[src/logic/irlp_pkg.sv]
//------------------------------------------------------------------------------
// Package for the interrupt priority resolver: register offsets, field
// positions, reset values, event codes and the carrier type.
// Assumes a 250 MHz peripheral clock and a 32-bit AXI4-Lite register bus.
//------------------------------------------------------------------------------
`default_nettype none

package irlp_pkg;

    //--------------------------------------------------------------------------
    // Register byte offsets
    //--------------------------------------------------------------------------
    localparam logic [7:0] OFF_CTRL1 = 8'h00;
    localparam logic [7:0] OFF_PRIA  = 8'h04;
    localparam logic [7:0] OFF_PRIB  = 8'h08;
    localparam logic [7:0] OFF_PRID  = 8'h0C;
    localparam logic [7:0] OFF_PRIE  = 8'h10;
    localparam logic [7:0] OFF_EVT   = 8'h14;
    localparam logic [7:0] OFF_EVT2  = 8'h18;
    localparam logic [7:0] OFF_ISTAT = 8'h1C;
    localparam logic [7:0] OFF_IMASK = 8'h20;
    localparam logic [7:0] OFF_STATE = 8'h24;

    // Control register 1 field positions
    localparam int CTRL1_LVL_SEL_BIT = 0;
    localparam int CTRL1_SEC_EN_BIT  = 1;

    // Reset values
    localparam logic [15:0] RST_REG16  = 16'h0000;
    localparam logic [11:0] RST_CODE   = 12'h000;
    localparam logic [3:0]  RST_PINS_N = 4'hF;
    localparam logic [1:0]  RST_IRQ2   = 2'h0;

    // Interrupt status bits
    localparam int IST_ACCEPT_BIT = 0;
    localparam int IST_WAKE_BIT   = 1;

    // Source indices, in fixed default order (lowest index wins a tie)
    localparam int NSRC    = 15;
    localparam int SRC_DBG = 0;
    localparam int SRC_ENC = 1;
    localparam int SRC_PL  = 2;
    localparam int SRC_PH  = 3;
    localparam int SRC_TM0 = 4;
    localparam int SRC_TM1 = 5;
    localparam int SRC_TM2 = 6;
    localparam int SRC_RTC = 7;
    localparam int SRC_SCI = 8;
    localparam int SRC_WDT = 9;
    localparam int SRC_BSC = 10;
    localparam int SRC_DMA = 11;
    localparam int SRC_IRD = 12;
    localparam int SRC_SCF = 13;
    localparam int SRC_ADC = 14;
    localparam int NPERIPH = 11;

    // Fixed levels and event codes
    localparam logic [3:0]  LVL_DEBUG     = 4'hF;
    localparam logic [3:0]  LVL_NONE      = 4'h0;
    localparam logic [11:0] CODE_ENC_BASE = 12'h200;
    localparam logic [11:0] CODE_DBG      = 12'h5E0;
    localparam logic [11:0] CODE_PL       = 12'h700;
    localparam logic [11:0] CODE_PH       = 12'h720;
    localparam logic [11:0] CODE_TM0      = 12'h400;
    localparam logic [11:0] CODE_TM1      = 12'h420;
    localparam logic [11:0] CODE_TM2      = 12'h440;
    localparam logic [11:0] CODE_RTC      = 12'h480;
    localparam logic [11:0] CODE_SCI      = 12'h4E0;
    localparam logic [11:0] CODE_WDT      = 12'h560;
    localparam logic [11:0] CODE_BSC      = 12'h580;
    localparam logic [11:0] CODE_DMA      = 12'h800;
    localparam logic [11:0] CODE_IRD      = 12'h880;
    localparam logic [11:0] CODE_SCF      = 12'h900;
    localparam logic [11:0] CODE_ADC      = 12'h980;
    localparam logic [31:0] HANDLER_ADDR  = 32'h0000_0600;

    // AXI responses
    localparam logic [1:0] RESP_OKAY   = 2'h0;
    localparam logic [1:0] RESP_SLVERR = 2'h2;

    //--------------------------------------------------------------------------
    // Carrier: request presented to the processor core
    //--------------------------------------------------------------------------
    typedef struct packed {
        logic        valid;
        logic [3:0]  level;
        logic [11:0] code;
    } irlp_core_req_t;

endpackage

`default_nettype wire

[src/logic/irlp_level_filter.sv]
//------------------------------------------------------------------------------
// Noise filter for one active-low 4-bit encoded priority pin group.
// Assumes raw pins from outside the clock domain; i_sample is a same-clock
// strobe (every cycle normally, 32-kHz ticks in standby).
//------------------------------------------------------------------------------
`timescale 1ns/1ps
`default_nettype none

module irlp_level_filter
    import irlp_pkg::*;
(
    input  wire logic       i_clk,
    input  wire logic       i_rst_n,
    input  wire logic [3:0] i_pins_n,
    input  wire logic       i_sample,
    output logic      [3:0] o_level
);

    logic [3:0] sync1_q;
    logic [3:0] sync2_q;
    logic [3:0] last_q;

    // Two-flop synchroniser; only the second stage is used below
    always_ff @(posedge i_clk or negedge i_rst_n)
    begin
        if (!i_rst_n)
        begin
            sync1_q <= RST_PINS_N;
            sync2_q <= RST_PINS_N;
        end
        else
        begin
            sync1_q <= i_pins_n;
            sync2_q <= sync1_q;
        end
    end

    // Accept a value only after two identical consecutive samples
    always_ff @(posedge i_clk or negedge i_rst_n)
    begin
        if (!i_rst_n)
        begin
            last_q  <= RST_PINS_N;
            o_level <= LVL_NONE;
        end
        else if (i_sample)
        begin
            last_q <= sync2_q;
            if (sync2_q == last_q)
                o_level <= 4'hF - sync2_q;
        end
    end
endmodule // irlp_level_filter

`default_nettype wire

[src/logic/irlp_resolver.sv]
//------------------------------------------------------------------------------
// Interrupt priority resolver: encoded pin groups, port pins and on-chip
// peripheral requests, with AXI4-Lite registers and a level interrupt.
// Assumes core signals and peripheral requests share i_clk; pins do not.
//------------------------------------------------------------------------------
// Behaviour
// - Secondary pin group counts only when level select and group enable are set.
// - With both groups active, the higher decoded level is taken.
// - Encoded value decodes to fifteen minus value; all ones is no request.
// - Pins sampled each cycle; new level needs two identical consecutive samples.
// - In standby, filtering runs on 32-kHz ticks; none means no wake.
// - Taking any interrupt leaves the core status mask untouched.
// - Sixteen level port pins, two groups of eight, priorities in register D.
// - Port pins 0 and 1 wake from standby above mask, oscillator running.
// - Peripherals prioritised via registers A, B, E; debug fixed at 15.
// - Accepted source code goes into both event registers; one handler.
// - Reset clears every programmable priority field to zero.
// - Equal priorities arriving together are served in fixed default order.
// - Timer and clock requests wake from standby above mask, oscillator running.
// - A source at priority zero never reaches the core; timer and clock wake compares best_lvl to the mask.
`timescale 1ns/1ps
`default_nettype none

module irlp_resolver
    import irlp_pkg::*;
(
    input  wire logic                 i_clk,
    input  wire logic                 i_rst_n,
    // AXI4-Lite slave
    input  wire logic [7:0]           i_awaddr,
    input  wire logic                 i_awvalid,
    output logic                      o_awready,
    input  wire logic [31:0]          i_wdata,
    input  wire logic [3:0]           i_wstrb,
    input  wire logic                 i_wvalid,
    output logic                      o_wready,
    output logic [1:0]                o_bresp,
    output logic                      o_bvalid,
    input  wire logic                 i_bready,
    input  wire logic [7:0]           i_araddr,
    input  wire logic                 i_arvalid,
    output logic                      o_arready,
    output logic [31:0]               o_rdata,
    output logic [1:0]                o_rresp,
    output logic                      o_rvalid,
    input  wire logic                 i_rready,
    // Request sources
    input  wire logic [3:0]           i_encoded_level_pins_primary_n,
    input  wire logic [3:0]           i_encoded_level_pins_secondary_n,
    input  wire logic [15:0]          i_port_int_pins,
    input  wire logic [NPERIPH-1:0]   i_periph_req,
    input  wire logic                 i_debug_interface_req,
    // Standby and real-time clock
    input  wire logic                 i_standby,
    input  wire logic                 i_rtc_clk,
    input  wire logic                 i_rtc_osc_run,
    // Processor core
    input  wire logic [3:0]           i_status_mask_level,
    input  wire logic                 i_core_ack,
    output irlp_core_req_t            o_core_req,
    output logic [31:0]               o_handler_addr,
    output logic                      o_wake,
    output logic                      o_irq
);

    //--------------------------------------------------------------------------
    // Registers and synchronisers
    //--------------------------------------------------------------------------
    logic [15:0] ctrl1_q, pria_q, prib_q, prid_q, prie_q;
    logic [11:0] evt_q, evt2_q;
    logic [1:0]  istat_q, imask_q;
    logic [15:0] port_s1_q, port_s2_q;
    logic [2:0]  rtc_sync_q;
    logic [3:0]  prim_lvl, sec_lvl, enc_lvl;
    logic        sec_used, sample, rtc_tick;

    // Pins and the 32-kHz clock pass two flops before use
    always_ff @(posedge i_clk or negedge i_rst_n)
    begin
        if (!i_rst_n)
        begin
            port_s1_q  <= RST_REG16;
            port_s2_q  <= RST_REG16;
            rtc_sync_q <= 3'h0;
        end
        else
        begin
            port_s1_q  <= i_port_int_pins;
            port_s2_q  <= port_s1_q;
            rtc_sync_q <= {rtc_sync_q[1:0], i_rtc_clk};
        end
    end

    // Standby has no usable peripheral clock edge, so filters step on RTC ticks
    assign rtc_tick = rtc_sync_q[1] & ~rtc_sync_q[2];
    assign sample   = i_standby ? (rtc_tick & i_rtc_osc_run) : 1'b1;

    //--------------------------------------------------------------------------
    // Encoded pin groups
    //--------------------------------------------------------------------------
    irlp_level_filter u_filt_prim (
        .i_clk    (i_clk),
        .i_rst_n  (i_rst_n),
        .i_pins_n (i_encoded_level_pins_primary_n),
        .i_sample (sample),
        .o_level  (prim_lvl)
    );

    irlp_level_filter u_filt_sec (
        .i_clk    (i_clk),
        .i_rst_n  (i_rst_n),
        .i_pins_n (i_encoded_level_pins_secondary_n),
        .i_sample (sample),
        .o_level  (sec_lvl)
    );

    assign sec_used = ctrl1_q[CTRL1_LVL_SEL_BIT] & ctrl1_q[CTRL1_SEC_EN_BIT];
    assign enc_lvl  = (sec_used && sec_lvl > prim_lvl) ? sec_lvl : prim_lvl;

    //--------------------------------------------------------------------------
    // Source table and resolution
    //--------------------------------------------------------------------------
    logic [3:0]  src_lvl [NSRC];
    logic [11:0] src_code[NSRC];
    logic [NSRC-1:0] src_req;
    logic [3:0]  best_lvl;
    logic [11:0] best_code;

    assign src_req = {i_periph_req, |port_s2_q[15:8], |port_s2_q[7:0],
                      enc_lvl != LVL_NONE, i_debug_interface_req};
    assign src_lvl[SRC_DBG] = LVL_DEBUG;
    assign src_lvl[SRC_ENC] = enc_lvl;
    assign src_lvl[SRC_PL]  = prid_q[15:12];
    assign src_lvl[SRC_PH]  = prid_q[11:8];
    assign src_lvl[SRC_TM0] = pria_q[15:12];
    assign src_lvl[SRC_TM1] = pria_q[11:8];
    assign src_lvl[SRC_TM2] = pria_q[7:4];
    assign src_lvl[SRC_RTC] = pria_q[3:0];
    assign src_lvl[SRC_SCI] = prib_q[7:4];
    assign src_lvl[SRC_WDT] = prib_q[15:12];
    assign src_lvl[SRC_BSC] = prib_q[11:8];
    assign src_lvl[SRC_DMA] = prie_q[15:12];
    assign src_lvl[SRC_IRD] = prie_q[11:8];
    assign src_lvl[SRC_SCF] = prie_q[7:4];
    assign src_lvl[SRC_ADC] = prie_q[3:0];
    assign src_code[SRC_DBG] = CODE_DBG;
    assign src_code[SRC_ENC] = CODE_ENC_BASE + {3'b000, ~enc_lvl, 5'b0_0000};
    assign src_code[SRC_PL]  = CODE_PL;
    assign src_code[SRC_PH]  = CODE_PH;
    assign src_code[SRC_TM0] = CODE_TM0;
    assign src_code[SRC_TM1] = CODE_TM1;
    assign src_code[SRC_TM2] = CODE_TM2;
    assign src_code[SRC_RTC] = CODE_RTC;
    assign src_code[SRC_SCI] = CODE_SCI;
    assign src_code[SRC_WDT] = CODE_WDT;
    assign src_code[SRC_BSC] = CODE_BSC;
    assign src_code[SRC_DMA] = CODE_DMA;
    assign src_code[SRC_IRD] = CODE_IRD;
    assign src_code[SRC_SCF] = CODE_SCF;
    assign src_code[SRC_ADC] = CODE_ADC;

    // Strict compare keeps the earlier source on a tie
    always_comb
    begin
        best_lvl  = LVL_NONE;
        best_code = RST_CODE;
        for (int i = 0; i < NSRC; i++)
        begin
            if (src_req[i] && src_lvl[i] > best_lvl)
            begin
                best_lvl  = src_lvl[i];
                best_code = src_code[i];
            end
        end
    end

    //--------------------------------------------------------------------------
    // Core request, event codes and wake
    //--------------------------------------------------------------------------
    logic wake_d, accept;

    // Core sees a request only above its own mask level
    always_ff @(posedge i_clk or negedge i_rst_n)
    begin
        if (!i_rst_n)
            o_core_req <= '0;
        else
        begin
            o_core_req.valid <= best_lvl > i_status_mask_level;
            o_core_req.level <= best_lvl;
            o_core_req.code  <= best_code;
        end
    end

    // Status mask is the core's; this block only reads it, never writes it
    assign accept = i_core_ack & o_core_req.valid;

    always_ff @(posedge i_clk or negedge i_rst_n)
    begin
        if (!i_rst_n)
        begin
            evt_q  <= RST_CODE;
            evt2_q <= RST_CODE;
        end
        else if (accept)
        begin
            evt_q  <= o_core_req.code;
            evt2_q <= o_core_req.code;
        end
    end

    // Every source enters through the same handler
    assign o_handler_addr = HANDLER_ADDR;

    // Wake needs the 32-kHz oscillator; encoded level is already RTC-filtered
    assign wake_d = i_standby & i_rtc_osc_run & (
        (enc_lvl > i_status_mask_level) |
        (|port_s2_q[1:0] & (prid_q[15:12] > i_status_mask_level)) |
        (|i_periph_req[SRC_RTC-SRC_TM0:0] &&
         best_lvl > i_status_mask_level));

    always_ff @(posedge i_clk or negedge i_rst_n)
    begin
        if (!i_rst_n)
            o_wake <= 1'b0;
        else
            o_wake <= wake_d;
    end

    //--------------------------------------------------------------------------
    // AXI4-Lite slave
    //--------------------------------------------------------------------------
    logic        aw_have_q, w_have_q, wr_go, rd_hit;
    logic [7:0]  awaddr_q;
    logic [31:0] wdata_q, rd_d;
    logic [3:0]  wstrb_q;
    logic [15:0] wmask;
    logic [1:0]  ist_set;

    assign o_awready = ~aw_have_q & ~o_bvalid;
    assign o_wready  = ~w_have_q & ~o_bvalid;
    assign o_arready = ~o_rvalid;
    assign wr_go     = aw_have_q & w_have_q & ~o_bvalid;
    assign wmask     = {{8{wstrb_q[1]}}, {8{wstrb_q[0]}}};

    // Address and data are taken independently and held until the write
    always_ff @(posedge i_clk or negedge i_rst_n)
    begin
        if (!i_rst_n)
        begin
            aw_have_q <= 1'b0;
            w_have_q  <= 1'b0;
            awaddr_q  <= 8'h00;
            wdata_q   <= 32'h0000_0000;
            wstrb_q   <= 4'h0;
            o_bvalid  <= 1'b0;
            o_bresp   <= RESP_OKAY;
        end
        else
        begin
            if (i_awvalid && o_awready)
            begin
                aw_have_q <= 1'b1;
                awaddr_q  <= i_awaddr;
            end
            if (i_wvalid && o_wready)
            begin
                w_have_q <= 1'b1;
                wdata_q  <= i_wdata;
                wstrb_q  <= i_wstrb;
            end
            if (wr_go)
            begin
                aw_have_q <= 1'b0;
                w_have_q  <= 1'b0;
                o_bvalid  <= 1'b1;
                o_bresp   <= (awaddr_q <= OFF_STATE && awaddr_q[1:0] == 2'b00)
                             ? RESP_OKAY : RESP_SLVERR;
            end
            else if (i_bready)
                o_bvalid <= 1'b0;
        end
    end

    // Writable registers; reset clears all priority fields
    always_ff @(posedge i_clk or negedge i_rst_n)
    begin
        if (!i_rst_n)
        begin
            ctrl1_q <= RST_REG16;
            pria_q  <= RST_REG16;
            prib_q  <= RST_REG16;
            prid_q  <= RST_REG16;
            prie_q  <= RST_REG16;
            imask_q <= RST_IRQ2;
        end
        else if (wr_go)
        begin
            case (awaddr_q)
                OFF_CTRL1: ctrl1_q <= (ctrl1_q & ~wmask) | (wdata_q[15:0] & wmask);
                OFF_PRIA:  pria_q  <= (pria_q & ~wmask) | (wdata_q[15:0] & wmask);
                OFF_PRIB:  prib_q  <= (prib_q & ~wmask) | (wdata_q[15:0] & wmask);
                OFF_PRID:  prid_q  <= (prid_q & ~wmask) | (wdata_q[15:0] & wmask);
                OFF_PRIE:  prie_q  <= (prie_q & ~wmask) | (wdata_q[15:0] & wmask);
                OFF_IMASK: if (wstrb_q[0]) imask_q <= wdata_q[1:0];
                default:   ;
            endcase
        end
    end

    // Sticky status: a new event wins over a write-one clear in the same cycle
    assign ist_set = {wake_d & ~o_wake, accept};
    always_ff @(posedge i_clk or negedge i_rst_n)
    begin
        if (!i_rst_n)
            istat_q <= RST_IRQ2;
        else if (wr_go && awaddr_q == OFF_ISTAT && wstrb_q[0])
            istat_q <= (istat_q & ~wdata_q[1:0]) | ist_set;
        else
            istat_q <= istat_q | ist_set;
    end

    assign o_irq = |(istat_q & imask_q);

    // Read mux; unmapped offsets answer SLVERR with zero data
    always_comb
    begin
        rd_hit = 1'b1;
        case (i_araddr)
            OFF_CTRL1: rd_d = {16'h0000, ctrl1_q};
            OFF_PRIA:  rd_d = {16'h0000, pria_q};
            OFF_PRIB:  rd_d = {16'h0000, prib_q};
            OFF_PRID:  rd_d = {16'h0000, prid_q};
            OFF_PRIE:  rd_d = {16'h0000, prie_q};
            OFF_EVT:   rd_d = {20'h0_0000, evt_q};
            OFF_EVT2:  rd_d = {20'h0_0000, evt2_q};
            OFF_ISTAT: rd_d = {30'h0000_0000, istat_q};
            OFF_IMASK: rd_d = {30'h0000_0000, imask_q};
            OFF_STATE: rd_d = {16'h0000, best_lvl, sec_lvl, prim_lvl, enc_lvl};
            default:
            begin
                rd_d   = 32'h0000_0000;
                rd_hit = 1'b0;
            end
        endcase
    end

    always_ff @(posedge i_clk or negedge i_rst_n)
    begin
        if (!i_rst_n)
        begin
            o_rvalid <= 1'b0;
            o_rdata  <= 32'h0000_0000;
            o_rresp  <= RESP_OKAY;
        end
        else if (i_arvalid && o_arready)
        begin
            o_rvalid <= 1'b1;
            o_rdata  <= rd_d;
            o_rresp  <= rd_hit ? RESP_OKAY : RESP_SLVERR;
        end
        else if (i_rready)
            o_rvalid <= 1'b0;
    end
endmodule // irlp_resolver

`default_nettype wire

[config.mk]
export PLATFORM = sky130hd
export DESIGN_NAME = irlp_resolver
export DESIGN_NICKNAME = d
export VERILOG_FILES = /design/src/logic/irlp_pkg.sv /design/src/logic/irlp_level_filter.sv /design/src/logic/irlp_resolver.sv
export SDC_FILE = /design/constraint.sdc
export NUM_CORES = 1
export LEC_CHECK = 0
export BUFFER_PORTS_ARGS = -buffer_cell sky130_fd_sc_hd__buf_2
export CORE_ASPECT_RATIO = 2
export CORE_MARGIN = 3
export CORE_UTILIZATION = 30
export DETAILED_ROUTE_END_ITERATION = 10
export GPL_TIMING_DRIVEN = 0
export PLACE_DENSITY_LB_ADDON = 0.25
export SYNTH_ARGS = -nofsm -noshare
export SYNTH_HDL_FRONTEND = slang
export SYNTH_HIERARCHICAL = 1
export SYNTH_SLANG_ARGS = --single-unit
[constraint.sdc]
create_clock -name i_clk -period 43.9 [get_ports i_clk]
set_clock_uncertainty 0.1 [all_clocks]
set_input_delay 4.39 -clock i_clk [delete_from_list [all_inputs] [get_ports i_clk]]
set_output_delay 4.39 -clock i_clk [all_outputs]
set_load 0.05 [all_outputs]
# Yosys cells after proc, flatten, opt, wreduce, memory -nomap -nowiden
# Cells that the tools add are included.
[totals]
out_inout_bits = 92
word_cells = 200
regBits = 247
input_bits = 103
[classes]
bitwise = 38
add_sub_neg = 3
muxes = 45
reduce_logical = 45
n_eq_ne = 17
n_lt_le_gt_ge = 19
[op_table]
columns = ["operator", "n"]
rows = [
  ["16-bit one-hot mux with 9 select lines", 1],
  ["12-bit two-way mux", 10],
  ["16-bit AND", 6],
  ["16-bit bitwise OR", 5],
  ["4-bit > comparator", 18],
  ["4-bit two-way mux", 16],
  ["11-bit two-way mux", 5],
  ["8-bit by 5-bit == test with 1-bit output, second input constant", 6],
  ["8-bit by 4-bit == test with 1-bit output, second input constant", 4],
  ["8-bit by 6-bit == test with 1-bit output, second input constant", 3],
  ["1-bit logical AND", 22],
  ["8-bit by 3-bit == test with 1-bit output, second input constant", 2],
  ["8-bit zero test", 2],
  ["16-bit NOT", 1],
  ["8-bit OR reduction", 2],
  ["2-bit AND reduction", 7],
  ["1-bit AND", 12],
  ["10-bit by 9-bit adder with 11-bit output, first input constant", 1],
  ["1-bit two-way mux", 10],
  ["10-bit OR reduction", 1],
  ["4-bit == test", 2],
  ["8-bit by 6-bit <= comparator with 1-bit output, second input constant", 1],
  ["2-bit nonzero test", 4],
  ["4-bit subtractor, first input constant", 2],
  ["12 further kinds", 24],
]

# Logic depth before layout (Yosys ltp)
[depth]
ltp_word = 52
depth_mapped = 152
depth_no_buf = 148

# Hierarchy
# Netlist, hierarchy kept.
[by_module_without_submodules]
columns = ["mod", "instances", "cells_per_inst", "area_per_inst_um2", "seq_area_each_um2"]
rows = [
  ["irlp_resolver", 1, 1141, 11468.5, 4679.5],
  ["irlp_level_filter", 2, 36, 564.3, 415.4],
]

# Least setup slack after synthesis
# Ideal clock, no wire load.
[synth_path]
kind = "input -> register"
start = "input port i_debug_interface_req"
end = "register istat_q[1]"
slack_ns = 17.464
t_required_ns = 43.655
path_stages = 128
setup_time_ns = 0.145
n_path_buf = 4
arrival_time_ns = 26.191
path_cell_list = "inv_1 > ha_1 > nor2b_1 > o21ai_1 > a21o_1 > or3_1 > nor2b_1 > inv_1 > ha_1 > o21ai_0 > a211oi_2 > o22a_1 > a22oi_1 > nor2_1 > nand2_1 > o21ai_0 > inv_1 > ha_1 > (+92 left out) > ha_1 > nor2b_1 > o21a_1 > o21a_1 > o211a_1 > a21oi_1 > nand2_1 > o221ai_1 > ha_1 > nor2b_1 > o21ai_0 > nand2b_1 > a21oi_1 > a41oi_1 > o41ai_1 > a31oi_1 > inv_1 > o21ai_0"
[synth_via]
elab_chain_cells = 50
elab_cells_between_ends = 51
cone_classes = "15 x order compare; 16 x mux; 5 x bitwise; 15 x reduce/logical"
[synth_lines]
columns = ["item", "line", "text"]
rows = [
  ["start, declared", "irlp_resolver.sv:52", "input wire logic i_debug_interface_req,"],
  ["4-bit two-way mux *", "irlp_resolver.sv:169", "if (src_req[i] && src_lvl[i] > best_lvl)"],
  ["4-bit > comparator", "irlp_resolver.sv:169", ""],
  ["1-bit logical AND", "irlp_resolver.sv:169", ""],
  ["4-bit two-way mux *", "irlp_resolver.sv:169", ""],
  ["4-bit > comparator", "irlp_resolver.sv:169", ""],
  ["1-bit logical AND", "irlp_resolver.sv:169", ""],
  ["4-bit two-way mux *", "irlp_resolver.sv:169", ""],
  ["4-bit > comparator", "irlp_resolver.sv:169", ""],
  ["(+35 left out)", "n/a", ""],
  ["named net best_lvl[1]", "irlp_resolver.sv:126", "logic [3:0] best_lvl;"],
  ["4-bit > comparator *", "irlp_resolver.sv:220", "best_lvl > i_status_mask_level));"],
  ["1-bit logical AND *", "irlp_resolver.sv:219", "(|i_periph_req[SRC_RTC-SRC_TM0:0] &&"],
  ["1-bit bitwise OR *", "irlp_resolver.sv:218", "(|port_s2_q[1:0] & (prid_q[15:12] > i_status_mask_level)) |"],
  ["1-bit AND *", "irlp_resolver.sv:216", "assign wake_d = i_standby & i_rtc_osc_run & ("],
  ["named net wake_d", "irlp_resolver.sv:180", "logic wake_d, accept;"],
  ["1-bit AND *", "irlp_resolver.sv:312", "assign ist_set = {wake_d & ~o_wake, accept};"],
  ["2-bit bitwise OR (on tied branches)", "irlp_resolver.sv:320, irlp_resolver.sv:318", ""],
  ["2-bit two-way mux *", "irlp_resolver.sv:317", "else if (wr_go && awaddr_q == OFF_ISTAT && wstrb_q[0])"],
  ["end signal, assigned", "irlp_resolver.sv:318", "istat_q <= (istat_q & ~wdata_q[1:0]) | ist_set;"],
  ["end signal, assigned", "irlp_resolver.sv:320", "istat_q <= istat_q | ist_set;"],
  ["end, declared", "irlp_resolver.sv:71", "logic [1:0] istat_q, imask_q;"],
]
# The timed path passes the listed nets; every way through them passes the cells marked *.
# A chain may end at the register's enable or synchronous reset.

# Worst setup path in the final report
# Same ends and word-level chain as after synthesis.

==> flow_summary_export.csv <==
group,metric,value,unit
global_routing,grt_pass1_vias,10000,
synth,yosysWarnings,6,
clocking,clock_sink_count,219,
sta,max_slew_violation_total_from_the_final_report,0,
synth,synth_enable_flop_cells,0,
synth,synthArstFlopShare,1.00,
placed_design,finalWeightedCongestion,0.912,
floorplan,fp-row-count,105,
setup_path,timing.critical_path.from_type,"primary input",
floorplan,core_region_area,0.0413,mm²
placed_design,placed_wire_length_estimate_after_detailed_placement,31600,µm
clocking,ctsLongestPathBuffers,3,
sta,tightest_slew,0.943,ns
synth,syn_avg_cell_area,10.4,µm²
synth,main_combinational_cell_family_by_area_after_synthesis,"compound AO/OA/AOI/OAI gates",
sta,rsz0062_at_grt,"false",
sta,timing.final.hold_violations,0,
floorplan,die_height,296,µm
clocking,post-cts-setup-buffers,0,
setup_path,cp.arrival,32.11,ns
synth,post_synth_inst_count,1213,
global_routing,grt_pass1_wl,58700,µm
sta,layout_worst_path_cycle_share,0.723,
power_and_ir_drop,ir_drop,46.1,µV
global_routing,grt-ovfl-total,0,
setup_path,criticalPathCategory,"in -> reg",
min_path,hold_path_depth,0,
setup_path,cpMostUsedCell,"ha_1",
clocking,clock_edge_transition_at_the_registers_on_the_reported_setup_and_hold_paths,0.08,ns
setup_path,crit_path_end_kind,"register",
sta,timing.setup.tns,0,ns
job,max_cap_viol_count,0,
clocking,cts_tree,"done",
routing,finalWirelength,39100,µm
synth,area_fraction_in_compound_gates_after_synthesis,0.178,
layout,nFillCells,4179,
clocking,ctsRootBufferMaster,"clkbuf_16",
synth,synth_adder_area_share,0.0618,
routing,detailedRoute.firstIterationViolations,641,
floorplan,initial_core_utilization,0.305,
placed_design,io_buffers,120,
synth,synthesized_area_fraction_occupied_by_and_or_nand_nor_cells,0.121,
power_and_ir_drop,cellLeakagePower,0.00680,µW
synth,synth-seq-area-share,0.437,
setup_path,cp_data_required_time,44.27,ns
layout,seq_area,0.00551,mm²
power_and_ir_drop,power_density_cells,91.3,mW/mm²
layout,multi_input_area,0.00646,mm²
synth,synth-seq-cells,219,
clocking,cts_hold_repair.buffers,0,
routing,num_vias,9859,
synth,ys_dominant_reg_cell,"dfrtp_1",
floorplan,die_w,151,µm
layout,areaGrowthSynthToFinish,17.2,%
sta,final.min_clock_period,31.74,ns
layout,finish.net_count,1571,
setup_path,slowest_stage,"nor2_1",
clocking,cts_buffers,20,
routing,route.detailed.wl_per_inst,20.0,µm
synth,synth_area,0.0126,mm²
sta,timing.fmax,31.5,MHz
sta,final_setup_violation_count,0,
routing,firstDrtPassIters,4,
routing,vias_per_cell,5.04,
synth,synthXorXnorAreaFrac,0.0111,
layout,num_antenna_cells,0,
clocking,postCtsResizedCells,0,
synth,post_synth_mux_area_share,0.125,
layout,finalNonFillerCells,1958,
placed_design,placedCellCount,1922,
routing,count_of_unresolved_drc_violations_after_routing,0,
global_routing,global_route.usage.total,0.173,
routing,detail-route-antenna-nets,0,
setup_path,worst_reg2reg_path_depth,134,
global_routing,grt_max_degree,115,
setup_path,critical-path-max-stage-delay,0.75,ns
global_routing,antenna_found_initial,0,
floorplan,fp.dieArea,0.0446,mm²
run_status,status,"completed",
clocking,clock_latency,0.55,ns
floorplan,floorplan.io_pins,195,
synth,synth_cell_types,100,
setup_path,cp_max_fo,10,
sta,max_slew_margin,0.363,
layout,drive_above_1_share,0.275,
min_path,hold_path_class,"reg -> reg",
clocking,cts_max_level,1,
worst paths after layout:
kind                                   startpoint        endpoint  slack, ns
min reg2reg                         rtc_sync_q[0]   rtc_sync_q[1]       0.25
min                                 rtc_sync_q[0]   rtc_sync_q[1]       0.25
max in group asynchronous                 i_rst_n       aw_have_q      38.79
min in group asynchronous                 i_rst_n  o_core_req[16]       3.79
max reg2reg                u_filt_prim/o_level[1]      istat_q[1]      14.18
max                         i_debug_interface_req      istat_q[1]      12.16
logic make-up (layout without fill, tap and decap cells):
group                    after synthesis  after routing
other                                  2             55
AND/OR/NAND/NOR                      306            306
flip-flops                           219            219
XOR/XNOR                              16             16
multiplexers                         142            142
adder cells (fa/ha/maj)               63             63
AO/OA/AOI/OAI                        305            305
buffers and inverters                160            317
critical path: cells and delay by family:
kind / cells / cell delay, ns
compound gates: 63 / 13.64
fa+ha+maj: 17 / 4.65
buf+inv: 15 / 1.97
mux: 7 / 2.44
simple gates: 28 / 4.95
placed cells by master, fill, tap and decap left out, types with 55 or more instances in the layout:
cell type / instances
dfrtp_1: 195
buf_2: 120
mux2_2: 111
nand2_1: 109
o21ai_0: 95
inv_1: 73
nor2_1: 63
ha_1: 59
buf_4: 57
conb_1: 55
final cells by class:
| class | count | area share |
|---|---|---|
| multi-input cells | 887 | 0.438 |
| flip-flops and latches | 219 | 0.373 |
| well taps | 535 | 0.0453 |
| repair buffers | 121 | 0.0432 |
| plain buffers | 87 | 0.0371 |
| clock buffers | 23 | 0.0360 |
| inverters | 73 | 0.0186 |
| clock inverters | 13 | 0.00873 |
power breakdown:
group / switching (µW) / leakage [µW] / internal, µW / total (µW)
logic: 545 / 0.00371 / 324 / 869
registers: 54.2 / 0.00277 / 246 / 300
clock network: 84.1 / 0.000319 / 94.8 / 179
total: 683 / 0.00680 / 665 / 1350
Yosys cell counts (4+ instances only):
cell type / instances / area, µm²
dfrtp_1: 195 / 4880
mux2_2: 111 / 1250
nand2_1: 109 / 409
o21ai_0: 95 / 475
inv_1: 73 / 274
nor2_1: 63 / 236
ha_1: 59 / 738
buf_4: 57 / 428
a21oi_1: 49 / 245
mux2i_1: 28 / 280
clkbuf_1: 25 / 93.8
dfstp_2: 24 / 631
nand3_1: 17 / 85.1
and2_1: 15 / 93.8
nor2b_1: 15 / 93.8
nor3_1: 14 / 70.1
o31ai_1: 14 / 105
a221o_1: 13 / 130
and3_1: 13 / 81.3
o21a_1: 13 / 97.6
a31oi_1: 12 / 75.1
xnor2_1: 12 / 105
a21o_1: 11 / 82.6
nand4_1: 11 / 68.8
a221oi_1: 8 / 70.1
nor4_1: 8 / 50.1
nand2b_1: 6 / 37.5
a22oi_1: 5 / 37.5
nand4b_1: 5 / 43.8
nor3b_1: 5 / 37.5
o211a_1: 5 / 50.1
o21ai_1: 5 / 25.0
o221ai_1: 5 / 43.8
or3_1: 5 / 31.3
maj3_1: 4 / 40.0
nand3b_1: 4 / 30.0
xor2_1: 4 / 35.0
per-stage QoR:
step                      utilization  hold WS (ns)  setup slack, ns  power (µW)  area, µm²
after global placement          0.341         0.233            11.90        1160      14100
after floorplan                     -         0.231            17.46         906      12800
after global routing            0.358         0.256            10.12        1460      14800
after CTS                       0.358         0.250            12.11        1360      14800
final                           0.358         0.248            12.16        1350      14800
after detailed placement        0.342         0.235            11.63        1180      14100
per-layer routing:
metal,track usage,share of wire,up-vias
li1,-,-,4703
met1,0.169,0.34,4764
met2,0.335,0.55,293
met3,0.0145,0.036,99
met4,0.116,0.078,0
met5,0,0,-
No activity file was read; power rests on OpenSTA's default activity.
